`src/redriver_defs.svh`:
```
`ifndef REDRIVER_DEFS_SVH
`define REDRIVER_DEFS_SVH

// ************************************************************
// Channel register offsets
// ************************************************************
`define OFS_STATUS 8'h00
`define OFS_EQ 8'h01
`define OFS_PROF 8'h03
`define OFS_DET 8'h04
`define OFS_ID 8'h07

// ************************************************************
// Field positions
// ************************************************************
`define ST_TERM_P_BIT 7
`define ST_TERM_N_BIT 6
`define EQ_SKIP_BIT 7
`define EQ_B1_HI 6
`define EQ_B1_LO 3
`define EQ_B2_HI 2
`define EQ_B2_LO 0
`define PROF_HI 6
`define PROF_LO 3
`define FLAT_HI 2
`define FLAT_LO 0
`define DET_FORCE_BIT 2
`define DET_EN_BIT 1
`define DET_SEL_BIT 0

// ************************************************************
// Reset values and counts
// ************************************************************
`define B1_RST 4'h0
`define B2_RST 3'h0
`define PROF_RST 4'h0
`define FLAT_RST 3'h5
`define PTR_RST 8'h00
`define PTR_STEP 8'h01
`define BYTE_BITS 4'h8
`define BIT_STEP 4'h1
`define POLLS_SINGLE 2'h1
`define POLLS_TWO 2'h2
`define POLLS_THREE 2'h3
`define POLL_STEP 2'h1

// ************************************************************
// Bus address and identity
// ************************************************************
`define DEV_ADDR_DEFAULT 7'h18
// Arbitrary identity value
`define ID_CODE_DEFAULT 8'h5a

`endif

```
`src/redriver_pkg.sv`:
```
`default_nettype none
package redriver_pkg;

	// Equalizer settings handed to the analog datapath
	typedef struct packed {
		logic first_stage_skip;
		logic [3:0] first_stage_boost;
		logic [2:0] second_stage_boost;
		logic [3:0] midband_profile;
		logic [2:0] flat_gain;
	} eq_ctrl_t;

	// Receiver-detect controls
	typedef struct packed {
		logic termination_detect_force;
		logic poll_extra_en;
		logic poll_three_sel;
	} det_ctrl_t;

	typedef enum logic [3:0] {
		ST_IDLE = 4'h0,
		ST_ADDR = 4'h1,
		ST_ADDR_ACK = 4'h3,
		ST_PTR = 4'h2,
		ST_PTR_ACK = 4'h6,
		ST_WDATA = 4'h7,
		ST_WDATA_ACK = 4'h5,
		ST_RDATA = 4'h4,
		ST_RDATA_ACK = 4'hc
	} smb_state_t;

	typedef enum logic [1:0] {
		DET_IDLE = 2'h0,
		DET_POLL = 2'h1,
		DET_DONE = 2'h3
	} det_state_t;

endpackage : redriver_pkg
`default_nettype wire

```
`src/pin_sync3.sv`:
```
`timescale 1ns/1ns
`default_nettype none
`include "redriver_defs.svh"

module pin_sync3 #(
	parameter int W = 2
) (
	// Clock and reset
	input wire logic i_clk,
	input wire logic i_rst,
	// Asynchronous pins and their settled levels
	input wire logic [W-1:0] i_pin,
	output logic [W-1:0] o_level
);

	logic [W-1:0] meta_r;
	logic [W-1:0] mid_r;
	logic [W-1:0] late_r;
	logic [W-1:0] level_r;
	wire logic [W-1:0] agree;

	// Only the second and third stages are compared; the first may be metastable
	assign agree = ~(mid_r ^ late_r);

	always_ff @(posedge i_clk) begin
		if (i_rst) begin
			meta_r <= '1;
			mid_r <= '1;
			late_r <= '1;
			level_r <= '1;
		end else begin
			meta_r <= i_pin;
			mid_r <= meta_r;
			late_r <= mid_r;
			level_r <= (late_r & agree) | (level_r & ~agree);
		end
	end

	assign o_level = level_r;

endmodule : pin_sync3
`default_nettype wire

```
`src/rx_detect_poll.sv`:
```
`timescale 1ns/1ns
`default_nettype none
`include "redriver_defs.svh"

module rx_detect_poll (
	// Clock and reset
	input wire logic i_clk,
	input wire logic i_rst,
	// Controls from the register bank
	input wire redriver_pkg::det_ctrl_t i_ctrl,
	// Comparator results, valid when i_poll is high
	input wire logic i_poll,
	input wire logic i_hit_p,
	input wire logic i_hit_n,
	// Latched results and live polling status
	output logic o_term_p,
	output logic o_term_n,
	output logic o_polling
);

	redriver_pkg::det_state_t state_r;
	redriver_pkg::det_state_t state_nxt;
	logic [1:0] cnt_p_r;
	logic [1:0] cnt_n_r;
	logic term_p_r;
	logic term_n_r;
	logic polling_r;

	function automatic logic [1:0] polls_needed(input redriver_pkg::det_ctrl_t c);
		if (!c.poll_extra_en) begin
			polls_needed = `POLLS_SINGLE;
		end else begin
			polls_needed = c.poll_three_sel ? `POLLS_THREE : `POLLS_TWO;
		end
	endfunction : polls_needed

	function automatic logic [1:0] next_count(input logic hit, input logic [1:0] cnt);
		next_count = hit ? cnt + `POLL_STEP : 2'h0;
	endfunction : next_count

	wire logic [1:0] need = polls_needed(i_ctrl);
	wire logic poll_now = (state_r == redriver_pkg::DET_POLL) && i_poll;
	wire logic [1:0] cnt_p_nxt = next_count(i_hit_p, cnt_p_r);
	wire logic [1:0] cnt_n_nxt = next_count(i_hit_n, cnt_n_r);
	wire logic reach_p = poll_now && i_hit_p && (cnt_p_nxt >= need);
	wire logic reach_n = poll_now && i_hit_n && (cnt_n_nxt >= need);
	wire logic force_det = i_ctrl.termination_detect_force;

	always_comb begin
		state_nxt = state_r;
		unique case (state_r)
			redriver_pkg::DET_IDLE: state_nxt = redriver_pkg::DET_POLL;
			redriver_pkg::DET_POLL: begin
				// Stop polling once both pins have their run of detections
				if (force_det || ((term_p_r || reach_p) && (term_n_r || reach_n))) begin
					state_nxt = redriver_pkg::DET_DONE;
				end
			end
			redriver_pkg::DET_DONE: state_nxt = redriver_pkg::DET_DONE;
			default: state_nxt = redriver_pkg::DET_IDLE;
		endcase
	end

	always_ff @(posedge i_clk) begin
		if (i_rst) begin
			state_r <= redriver_pkg::DET_IDLE;
			cnt_p_r <= 2'h0;
			cnt_n_r <= 2'h0;
			term_p_r <= 1'b0;
			term_n_r <= 1'b0;
			polling_r <= 1'b0;
		end else begin
			state_r <= state_nxt;
			if (poll_now) begin
				cnt_p_r <= cnt_p_nxt;
				cnt_n_r <= cnt_n_nxt;
			end
			// Results latch; only reset clears them
			term_p_r <= term_p_r | reach_p | force_det;
			term_n_r <= term_n_r | reach_n | force_det;
			polling_r <= (state_nxt == redriver_pkg::DET_POLL) && !force_det;
		end
	end

	assign o_term_p = term_p_r;
	assign o_term_n = term_n_r;
	assign o_polling = polling_r;

	chk_term_p_latched: assert property (@(posedge i_clk) disable iff (i_rst)
		term_p_r |=> term_p_r)
		else $error("positive pin detection dropped");
	chk_term_n_latched: assert property (@(posedge i_clk) disable iff (i_rst)
		term_n_r |=> term_n_r)
		else $error("negative pin detection dropped");
	chk_force_detects: assert property (@(posedge i_clk) disable iff (i_rst)
		force_det |=> (term_p_r && term_n_r && !polling_r))
		else $error("forced detection not reported");
	chk_single_poll: assert property (@(posedge i_clk) disable iff (i_rst)
		(poll_now && !i_ctrl.poll_extra_en && i_hit_p) |=> term_p_r)
		else $error("single detection not latched");
	chk_three_polls: assert property (@(posedge i_clk) disable iff (i_rst)
		(poll_now && i_ctrl.poll_extra_en && i_ctrl.poll_three_sel && !force_det
		&& !term_p_r && i_hit_p && cnt_p_r == 2'h1) |=> !term_p_r)
		else $error("latched after two of three detections");
	chk_two_polls: assert property (@(posedge i_clk) disable iff (i_rst)
		(poll_now && i_ctrl.poll_extra_en && !i_ctrl.poll_three_sel
		&& i_hit_n && cnt_n_r == 2'h1) |=> term_n_r)
		else $error("two detections not latched");

endmodule : rx_detect_poll
`default_nettype wire

```
`src/redriver_channel_control_regs.sv`:
```
// Summary of operation
// - Status bit 7 reports a termination detected on the positive pin and stays set once set.
// - Status bit 6 reports a termination detected on the negative pin, latched, zero meaning none.
// - Bit 7 of the gain register at 0x01 skips the first equalizer stage when one, reset zero.
// - Bits 6 to 3 of the gain register hold the first-stage boost, read-write, reset zero.
// - Bits 2 to 0 of the gain register hold the second-stage boost, read-write, reset zero.
// - Register 0x03 holds a mid-band profile in bits 6 to 3, reset zero, with bit 7 read-only.
// - Bits 2 to 0 of register 0x03 hold the flat gain, read-write, resetting to binary 101.
// - Bit 2 of register 0x04 bypasses the detect machine and reports termination as detected.
// - Bit 1 of register 0x04 enables additional detect polling, reset zero.
// - With polling enabled, bit 0 picks two (zero) or three (one) consecutive detections.
`timescale 1ns/1ns
`default_nettype none
`include "redriver_defs.svh"

module redriver_channel_control_regs #(
	parameter logic [6:0] DEV_ADDR = `DEV_ADDR_DEFAULT,
	// Arbitrary identity value
	parameter logic [7:0] ID_CODE = `ID_CODE_DEFAULT
) (
	// Clock and reset
	input wire logic i_clk,
	input wire logic i_rst,
	// Two-wire management bus
	input wire logic i_scl,
	input wire logic i_sda,
	output logic o_sda_out,
	output logic o_sda_oe,
	// Detect comparator
	input wire logic i_poll,
	input wire logic i_hit_p,
	input wire logic i_hit_n,
	// Datapath controls and detect results
	output redriver_pkg::eq_ctrl_t o_eq,
	output logic o_term_p,
	output logic o_term_n,
	output logic o_polling
);

	// ************************************************************
	// Pin synchronisers
	// ************************************************************
	logic [1:0] pins_level;
	logic scl_q_r;
	logic sda_q_r;

	pin_sync3 #(
		.W(2)
	) u_sync (
		.i_clk(i_clk),
		.i_rst(i_rst),
		.i_pin({i_scl, i_sda}),
		.o_level(pins_level)
	);

	wire logic scl_s = pins_level[1];
	wire logic sda_s = pins_level[0];
	wire logic scl_rise = scl_s && !scl_q_r;
	wire logic scl_fall = !scl_s && scl_q_r;
	wire logic bus_start = scl_s && scl_q_r && sda_q_r && !sda_s;
	wire logic bus_stop = scl_s && scl_q_r && !sda_q_r && sda_s;

	// ************************************************************
	// Bus target state
	// ************************************************************
	redriver_pkg::smb_state_t state_r;
	logic [3:0] cnt_r;
	logic [7:0] shift_r;
	logic [7:0] tx_r;
	logic [7:0] ptr_r;
	logic rw_r;
	logic nack_r;
	logic sda_oe_r;
	logic sda_out_r;

	// ************************************************************
	// Register storage
	// ************************************************************
	redriver_pkg::eq_ctrl_t eq_r;
	redriver_pkg::det_ctrl_t det_r;
	logic term_p;
	logic term_n;

	function automatic logic [7:0] read_byte(
		input logic [7:0] ofs,
		input logic tp,
		input logic tn,
		input redriver_pkg::eq_ctrl_t eq,
		input redriver_pkg::det_ctrl_t det,
		input logic [7:0] id
	);
		read_byte = 8'h00;
		// Reserved bits and unmapped offsets stay zero
		if (ofs == `OFS_STATUS) begin
			read_byte[`ST_TERM_P_BIT] = tp;
			read_byte[`ST_TERM_N_BIT] = tn;
		end else if (ofs == `OFS_EQ) begin
			read_byte[`EQ_SKIP_BIT] = eq.first_stage_skip;
			read_byte[`EQ_B1_HI:`EQ_B1_LO] = eq.first_stage_boost;
			read_byte[`EQ_B2_HI:`EQ_B2_LO] = eq.second_stage_boost;
		end else if (ofs == `OFS_PROF) begin
			read_byte[`PROF_HI:`PROF_LO] = eq.midband_profile;
			read_byte[`FLAT_HI:`FLAT_LO] = eq.flat_gain;
		end else if (ofs == `OFS_DET) begin
			read_byte[`DET_FORCE_BIT] = det.termination_detect_force;
			read_byte[`DET_EN_BIT] = det.poll_extra_en;
			read_byte[`DET_SEL_BIT] = det.poll_three_sel;
		end else if (ofs == `OFS_ID) begin
			read_byte = id;
		end
	endfunction : read_byte

	wire logic [7:0] rd_data = read_byte(ptr_r, term_p, term_n, eq_r, det_r, ID_CODE);
	wire logic byte_done = scl_fall && (cnt_r == `BYTE_BITS);
	wire logic addr_match = (shift_r[7:1] == DEV_ADDR);
	wire logic wr_fire = (state_r == redriver_pkg::ST_WDATA) && byte_done && !bus_start;
	wire logic wr_eq = wr_fire && (ptr_r == `OFS_EQ);
	wire logic wr_prof = wr_fire && (ptr_r == `OFS_PROF);
	wire logic wr_det = wr_fire && (ptr_r == `OFS_DET);
	wire logic [7:0] ptr_inc = ptr_r + `PTR_STEP;

	// ************************************************************
	// Bus target sequencing
	// ************************************************************
	// Start and stop win over everything so a confused host can always resync
	always_ff @(posedge i_clk) begin
		if (i_rst) begin
			scl_q_r <= 1'b1;
			sda_q_r <= 1'b1;
			state_r <= redriver_pkg::ST_IDLE;
			cnt_r <= 4'h0;
			shift_r <= 8'h00;
			tx_r <= 8'h00;
			ptr_r <= `PTR_RST;
			rw_r <= 1'b0;
			nack_r <= 1'b0;
			sda_oe_r <= 1'b0;
			sda_out_r <= 1'b0;
		end else begin
			scl_q_r <= scl_s;
			sda_q_r <= sda_s;
			// Open drain: the pin is only ever pulled low
			sda_out_r <= 1'b0;
			if (scl_rise) begin
				shift_r <= {shift_r[6:0], sda_s};
				cnt_r <= cnt_r + `BIT_STEP;
				nack_r <= sda_s;
			end
			if (bus_start) begin
				state_r <= redriver_pkg::ST_ADDR;
				cnt_r <= 4'h0;
				sda_oe_r <= 1'b0;
			end else if (bus_stop) begin
				state_r <= redriver_pkg::ST_IDLE;
				sda_oe_r <= 1'b0;
			end else if (scl_fall) begin
				unique case (state_r)
					redriver_pkg::ST_IDLE: begin
						sda_oe_r <= 1'b0;
					end
					redriver_pkg::ST_ADDR: begin
						if (byte_done && addr_match) begin
							rw_r <= shift_r[0];
							sda_oe_r <= 1'b1;
							state_r <= redriver_pkg::ST_ADDR_ACK;
						end else if (byte_done) begin
							state_r <= redriver_pkg::ST_IDLE;
						end
					end
					redriver_pkg::ST_ADDR_ACK: begin
						cnt_r <= 4'h0;
						if (rw_r) begin
							tx_r <= rd_data;
							sda_oe_r <= !rd_data[7];
							state_r <= redriver_pkg::ST_RDATA;
						end else begin
							sda_oe_r <= 1'b0;
							state_r <= redriver_pkg::ST_PTR;
						end
					end
					redriver_pkg::ST_PTR: begin
						if (byte_done) begin
							ptr_r <= shift_r;
							sda_oe_r <= 1'b1;
							state_r <= redriver_pkg::ST_PTR_ACK;
						end
					end
					redriver_pkg::ST_PTR_ACK: begin
						cnt_r <= 4'h0;
						sda_oe_r <= 1'b0;
						state_r <= redriver_pkg::ST_WDATA;
					end
					redriver_pkg::ST_WDATA: begin
						// Every byte is acknowledged, even to read-only offsets
						if (byte_done) begin
							sda_oe_r <= 1'b1;
							state_r <= redriver_pkg::ST_WDATA_ACK;
						end
					end
					redriver_pkg::ST_WDATA_ACK: begin
						cnt_r <= 4'h0;
						ptr_r <= ptr_inc;
						sda_oe_r <= 1'b0;
						state_r <= redriver_pkg::ST_WDATA;
					end
					redriver_pkg::ST_RDATA: begin
						if (byte_done) begin
							sda_oe_r <= 1'b0;
							ptr_r <= ptr_inc;
							state_r <= redriver_pkg::ST_RDATA_ACK;
						end else begin
							tx_r <= {tx_r[6:0], 1'b0};
							sda_oe_r <= !tx_r[6];
						end
					end
					redriver_pkg::ST_RDATA_ACK: begin
						cnt_r <= 4'h0;
						if (nack_r) begin
							state_r <= redriver_pkg::ST_IDLE;
						end else begin
							tx_r <= rd_data;
							sda_oe_r <= !rd_data[7];
							state_r <= redriver_pkg::ST_RDATA;
						end
					end
					default: begin
						sda_oe_r <= 1'b0;
						state_r <= redriver_pkg::ST_IDLE;
					end
				endcase
			end
		end
	end

	// ************************************************************
	// Register writes
	// ************************************************************
	always_ff @(posedge i_clk) begin
		if (i_rst) begin
			eq_r.first_stage_skip <= 1'b0;
			eq_r.first_stage_boost <= `B1_RST;
			eq_r.second_stage_boost <= `B2_RST;
			eq_r.midband_profile <= `PROF_RST;
			eq_r.flat_gain <= `FLAT_RST;
			det_r <= '0;
		end else begin
			if (wr_eq) begin
				eq_r.first_stage_skip <= shift_r[`EQ_SKIP_BIT];
				eq_r.first_stage_boost <= shift_r[`EQ_B1_HI:`EQ_B1_LO];
				eq_r.second_stage_boost <= shift_r[`EQ_B2_HI:`EQ_B2_LO];
			end
			// Bit 7 here and bits 7 to 3 of the detect register are dropped
			if (wr_prof) begin
				eq_r.midband_profile <= shift_r[`PROF_HI:`PROF_LO];
				eq_r.flat_gain <= shift_r[`FLAT_HI:`FLAT_LO];
			end
			if (wr_det) begin
				det_r.termination_detect_force <= shift_r[`DET_FORCE_BIT];
				det_r.poll_extra_en <= shift_r[`DET_EN_BIT];
				det_r.poll_three_sel <= shift_r[`DET_SEL_BIT];
			end
		end
	end

	// ************************************************************
	// Receiver detect
	// ************************************************************
	rx_detect_poll u_detect (
		.i_clk(i_clk),
		.i_rst(i_rst),
		.i_ctrl(det_r),
		.i_poll(i_poll),
		.i_hit_p(i_hit_p),
		.i_hit_n(i_hit_n),
		.o_term_p(term_p),
		.o_term_n(term_n),
		.o_polling(o_polling)
	);

	assign o_term_p = term_p;
	assign o_term_n = term_n;
	assign o_eq = eq_r;
	assign o_sda_out = sda_out_r;
	assign o_sda_oe = sda_oe_r;

	// ************************************************************
	// Checks
	// ************************************************************
	chk_skip_write: assert property (@(posedge i_clk) disable iff (i_rst)
		wr_eq |=> (eq_r.first_stage_skip == $past(shift_r[`EQ_SKIP_BIT])))
		else $error("stage one skip not written");
	chk_boost1_write: assert property (@(posedge i_clk) disable iff (i_rst)
		wr_eq |=> (eq_r.first_stage_boost == $past(shift_r[`EQ_B1_HI:`EQ_B1_LO])))
		else $error("stage one boost not written");
	chk_boost2_hold: assert property (@(posedge i_clk) disable iff (i_rst)
		!wr_eq |=> $stable(eq_r.second_stage_boost))
		else $error("stage two boost changed without a write");
	chk_profile_reserved: assert property (@(posedge i_clk) disable iff (i_rst)
		(ptr_r == `OFS_PROF) |-> (rd_data[7] == 1'b0))
		else $error("reserved profile bit reads nonzero");
	chk_flat_reset: assert property (@(posedge i_clk)
		i_rst |=> (eq_r.flat_gain == `FLAT_RST && eq_r.midband_profile == `PROF_RST))
		else $error("flat gain reset value wrong");
	chk_status_low_zero: assert property (@(posedge i_clk) disable iff (i_rst)
		(ptr_r == `OFS_STATUS || ptr_r == `OFS_DET) |-> (rd_data[5:3] == 3'h0))
		else $error("reserved bits read nonzero");
	chk_term_readback: assert property (@(posedge i_clk) disable iff (i_rst)
		(ptr_r == `OFS_STATUS) |-> (rd_data[`ST_TERM_P_BIT] == term_p
		&& rd_data[`ST_TERM_N_BIT] == term_n))
		else $error("status does not show detect results");
	chk_force_write: assert property (@(posedge i_clk) disable iff (i_rst)
		(wr_det && shift_r[`DET_FORCE_BIT]) |-> ##2 (term_p && term_n))
		else $error("forced detect not visible in status");

endmodule : redriver_channel_control_regs
`default_nettype wire

```
`config.mk`:
```
export PLATFORM = sky130hd
export DESIGN_NAME = redriver_channel_control_regs
export DESIGN_NICKNAME = d
export VERILOG_FILES = /design/src/redriver_pkg.sv /design/src/pin_sync3.sv /design/src/rx_detect_poll.sv /design/src/redriver_channel_control_regs.sv
export VERILOG_INCLUDE_DIRS = /design/src
export SDC_FILE = /design/constraint.sdc
export NUM_CORES = 1
export LEC_CHECK = 0
export BUFFER_PORTS_ARGS = -buffer_cell sky130_fd_sc_hd__buf_4
export CORE_ASPECT_RATIO = 0.8
export CORE_MARGIN = 2
export CORE_UTILIZATION = 40
export CTS_BUF_LIST = sky130_fd_sc_hd__clkbuf_16
export DETAILED_ROUTE_END_ITERATION = 7
export GPL_TIMING_DRIVEN = 0
export HOLD_SLACK_MARGIN = 0.03
export PLACE_DENSITY_LB_ADDON = 0.08
export SYNTH_ARGS = -nofsm -noshare
export SYNTH_HDL_FRONTEND = slang
export SYNTH_SLANG_ARGS = --single-unit
```
`constraint.sdc`:
```
create_clock -name i_clk -period 2.5 [get_ports i_clk]
set_input_delay 0.5 -clock i_clk [delete_from_list [all_inputs] [get_ports i_clk]]
set_output_delay 0.5 -clock i_clk [all_outputs]
set_load 0.005 [all_outputs]
```
==> out/results.tsv <==
stage	metric	value	unit
run_status	status	completed	
detailed_routing	drt drc	0	
sta	Relative slew margins	0.364	
global_route	largest net degree at the start of global routing	13	
power_and_ir_drop	Leak	1.63	nW
sta	final setup margin	293	ps
clock_tree	clock latency on the worst-skew pair	330	ps
worst_setup_path	Setup CP Type	flip-flop to flip-flop	
yosys	post-synthesis cell type count	73	
clock_tree	CTS Buf Count	9	
yosys	top_reg_cell synth	dfxtp_1	
global_route	initial antenna violation count	0	
power_and_ir_drop	worst vdd ir	0.325	mV
yosys	Compound-Gate Fraction of Synth Area	0.196	
floorplanning	Initial Util	0.407	
clock_tree	CTS Hold Bufs	0	
yosys	count leader, synth	dfxtp_1	
clock_tree	Root Driver	clkbuf_16	
power_and_ir_drop	Final Power	2.37	mW
layout	area grow syn2layout	16.3	%
yosys	Synth area leader	dfxtp_1	
job	max-cap violations	0	
clock_tree	CTS max path bufs	2	
layout	Fill cells	902	
sta	unrepaired setup endpoints after global routing	false	
layout	final cell count without fillers	586	
detailed_routing	DRT antenna net count	0	
clock_tree	Setup Buffers After CTS	0	
layout	Final nets	482	
placement	dpl cells	570	
placement	Post-Place Worst Slack	333	ps
placement	routability cong.	0.935	
global_route	Total GRT Usage	0.206	
detailed_routing	via count	3209	
sta	Worst Tran Pin Value	946	ps
worst_setup_path	Worst Path Required	2760	ps
clock_tree	CTS tree	built	
placement	port bufs	24	
sta	hold slack	345	ps
yosys	Post-Syn Area	3630	um^2
clock_tree	H-tree Lvls	3	
layout	final instance area	4220	um^2
global_route	grt ovf	0	
yosys	YS warnings	0	
detailed_routing	DR vias/cell	5.48	
detailed_routing	Starting DRT DRC Count	130	
worst_setup_path	Cell Chain, Critical Path	inv_1 > ha_1 > and3b_2 > o21ai_1 > a211o_1 > clkbuf_1 > o21ai_0 > a21oi_1	
yosys	Seq/Total Area, Yosys	0.386	
floorplanning	die area	9850	um^2
yosys	EDFF count, synth	0	
yosys	main combinational cell family by area after synthesis	simple AND/OR/NAND/NOR gates	
sta	Worst Clk Skew	7.27	ps
sta	fmax	0.453	GHz
clock_tree	CTS resizes	0	
layout	share of layout cells above drive strength 1	0.157	
detailed_routing	DRT Pass-1 Iters	5	
floorplanning	Die Ht	89.2	um
yosys	Post-Syn Area per Cell	8.42	um^2
sta	Fin. Hold Viols	0	
worst_setup_path	CP arrival	2470	ps
yosys	area fraction of the dominant cell type after synthesis	0.386	
worst_setup_path	slowest stage delay, CP	410	ps
placement	area post-placement	3950	um^2
sta	Fin Setup TNS	0	ps
sta	Final min period	2210	ps
clock_tree	clock sink total	70	
detailed_routing	Routed WL	9.89	mm
worst_setup_path	crit-path max FO	10	
sta	# setup viols final	0	
detailed_routing	Routed wire per std cell	16.9	um
floorplanning	Core Region	8920	um^2
sta	period utilization	0.883	
yosys	synth top area cells	dfxtp_1, a21oi_1, nand2_1	
global_route	first-pass GRT wire length	15.9	mm
yosys	Post-Synth XOR/XNOR Area	0.0217	
yosys	post-synthesis simple-gate area fraction	0.261	
layout	# diodes	0	
yosys	Syn Inst Count	431	
sta	pins over their slew limit	0	
floorplanning	Core Rows	31	
clock_tree	CTS clock-pin slew for the worst setup and hold paths	60	ps
floorplanning	I/O pin total	27	
yosys	post-synthesis adder-cell area fraction	0.0338	
worst_setup_path	CP top delay family	compound AO/OA/AOI/OAI gates	
yosys	share of synthesized registers carrying an async set or reset	0	
floorplanning	Die Width	110	um
layout	Layout Utilization	0.473	
global_route	vias in the first global route	2962	
yosys	mux cell area share after synthesis	0.0524	
yosys	Post-synth top cells	dfxtp_1, nand2_1, a21oi_1, nor2_1, mux2i_1	
worst_setup_path	critical path buffer and inverter count	2	
power_and_ir_drop	Cell Pwr Density	562	nW/um^2
placement	dpl hpwl	7.22	mm
worst_hold_path	Hold Path Class	primary input to flip-flop	
yosys	Synth Net Count	447	
yosys	#FFs+latches synth	70	
worst_setup_path	Startpoint Class	flip-flop	
worst_setup_path	crit end category	flip-flop	
worst_setup_path	CP max-delay cell	clkbuf_1	
-- power by group --
group	total, mW	internal (mW)	switching [mW]
Clock	1.16	0.664	0.496
Sequential	1.13	1.13	0.00626
Combinational	0.0783	0.0317	0.0465
Total	2.37	1.82	0.549
-- metal layers --
layer,vias to the layer above,global-route usage,wire length (um)
li1,1610,-,-
met1,1521,0.287,5070
met2,65,0.319,4260
met3,13,0.0481,396
met4,0,0.0648,167
met5,-,0,0
-- kinds of logic after synthesis --
logic type,Yosys count
other,1
xor gates and xnor gates,9
adders and majority gates,10
and+or+nand+nor,180
buffers and inverters,38
DFF,70
AOI/OAI and AO/OA,104
muxes,19
-- layout make-up --
class | count | area (um^2) | share of cell area
plain buffers | 26 | 130 | 0.0308
clock buffers | 9 | 225 | 0.0534
repair buffers | 24 | 180 | 0.0427
clock inverters | 7 | 41.3 | 0.00979
flip-flops and latches | 70 | 1400 | 0.332
well taps | 115 | 144 | 0.0341
inverters | 12 | 45.0 | 0.0107
multi-input cells | 323 | 2050 | 0.486
-- sequential cells by signal (all words and copies together), names as in the netlist, 3 cells and up, named ones only --
register,cells
shift_r,8
ptr_r,8
o_eq,15
tx_r,7
det_r,3
state_r,4
cnt_r,4
-- layout by cell type (no fill, tap or decap), drive strengths merged, types with 13 or more instances in the layout --
master   n
a21oi   41
buf     36
clkbuf  23
dfxtp   70
inv     13
mux2i   19
nand2   52
nor2    42
o21ai   17
or2     14
-- path summary, 6_finish.rpt --
path                                    start                     endpoint  slack (ps)  cells after the start
setup reg to reg          cnt_r[0]$_SDFF_PP0_        ptr_r[2]$_SDFFE_PP0P_         290                      8
setup / recovery          cnt_r[0]$_SDFF_PP0_        ptr_r[2]$_SDFFE_PP0P_         290                      8
hold / removal                          i_scl  u_sync.meta_r[1]$_SDFF_PP1_         340                      2
hold reg to reg   u_sync.meta_r[0]$_SDFF_PP1_   u_sync.mid_r[0]$_SDFF_PP1_         410                      1
(Power assumes the default switching activity.)
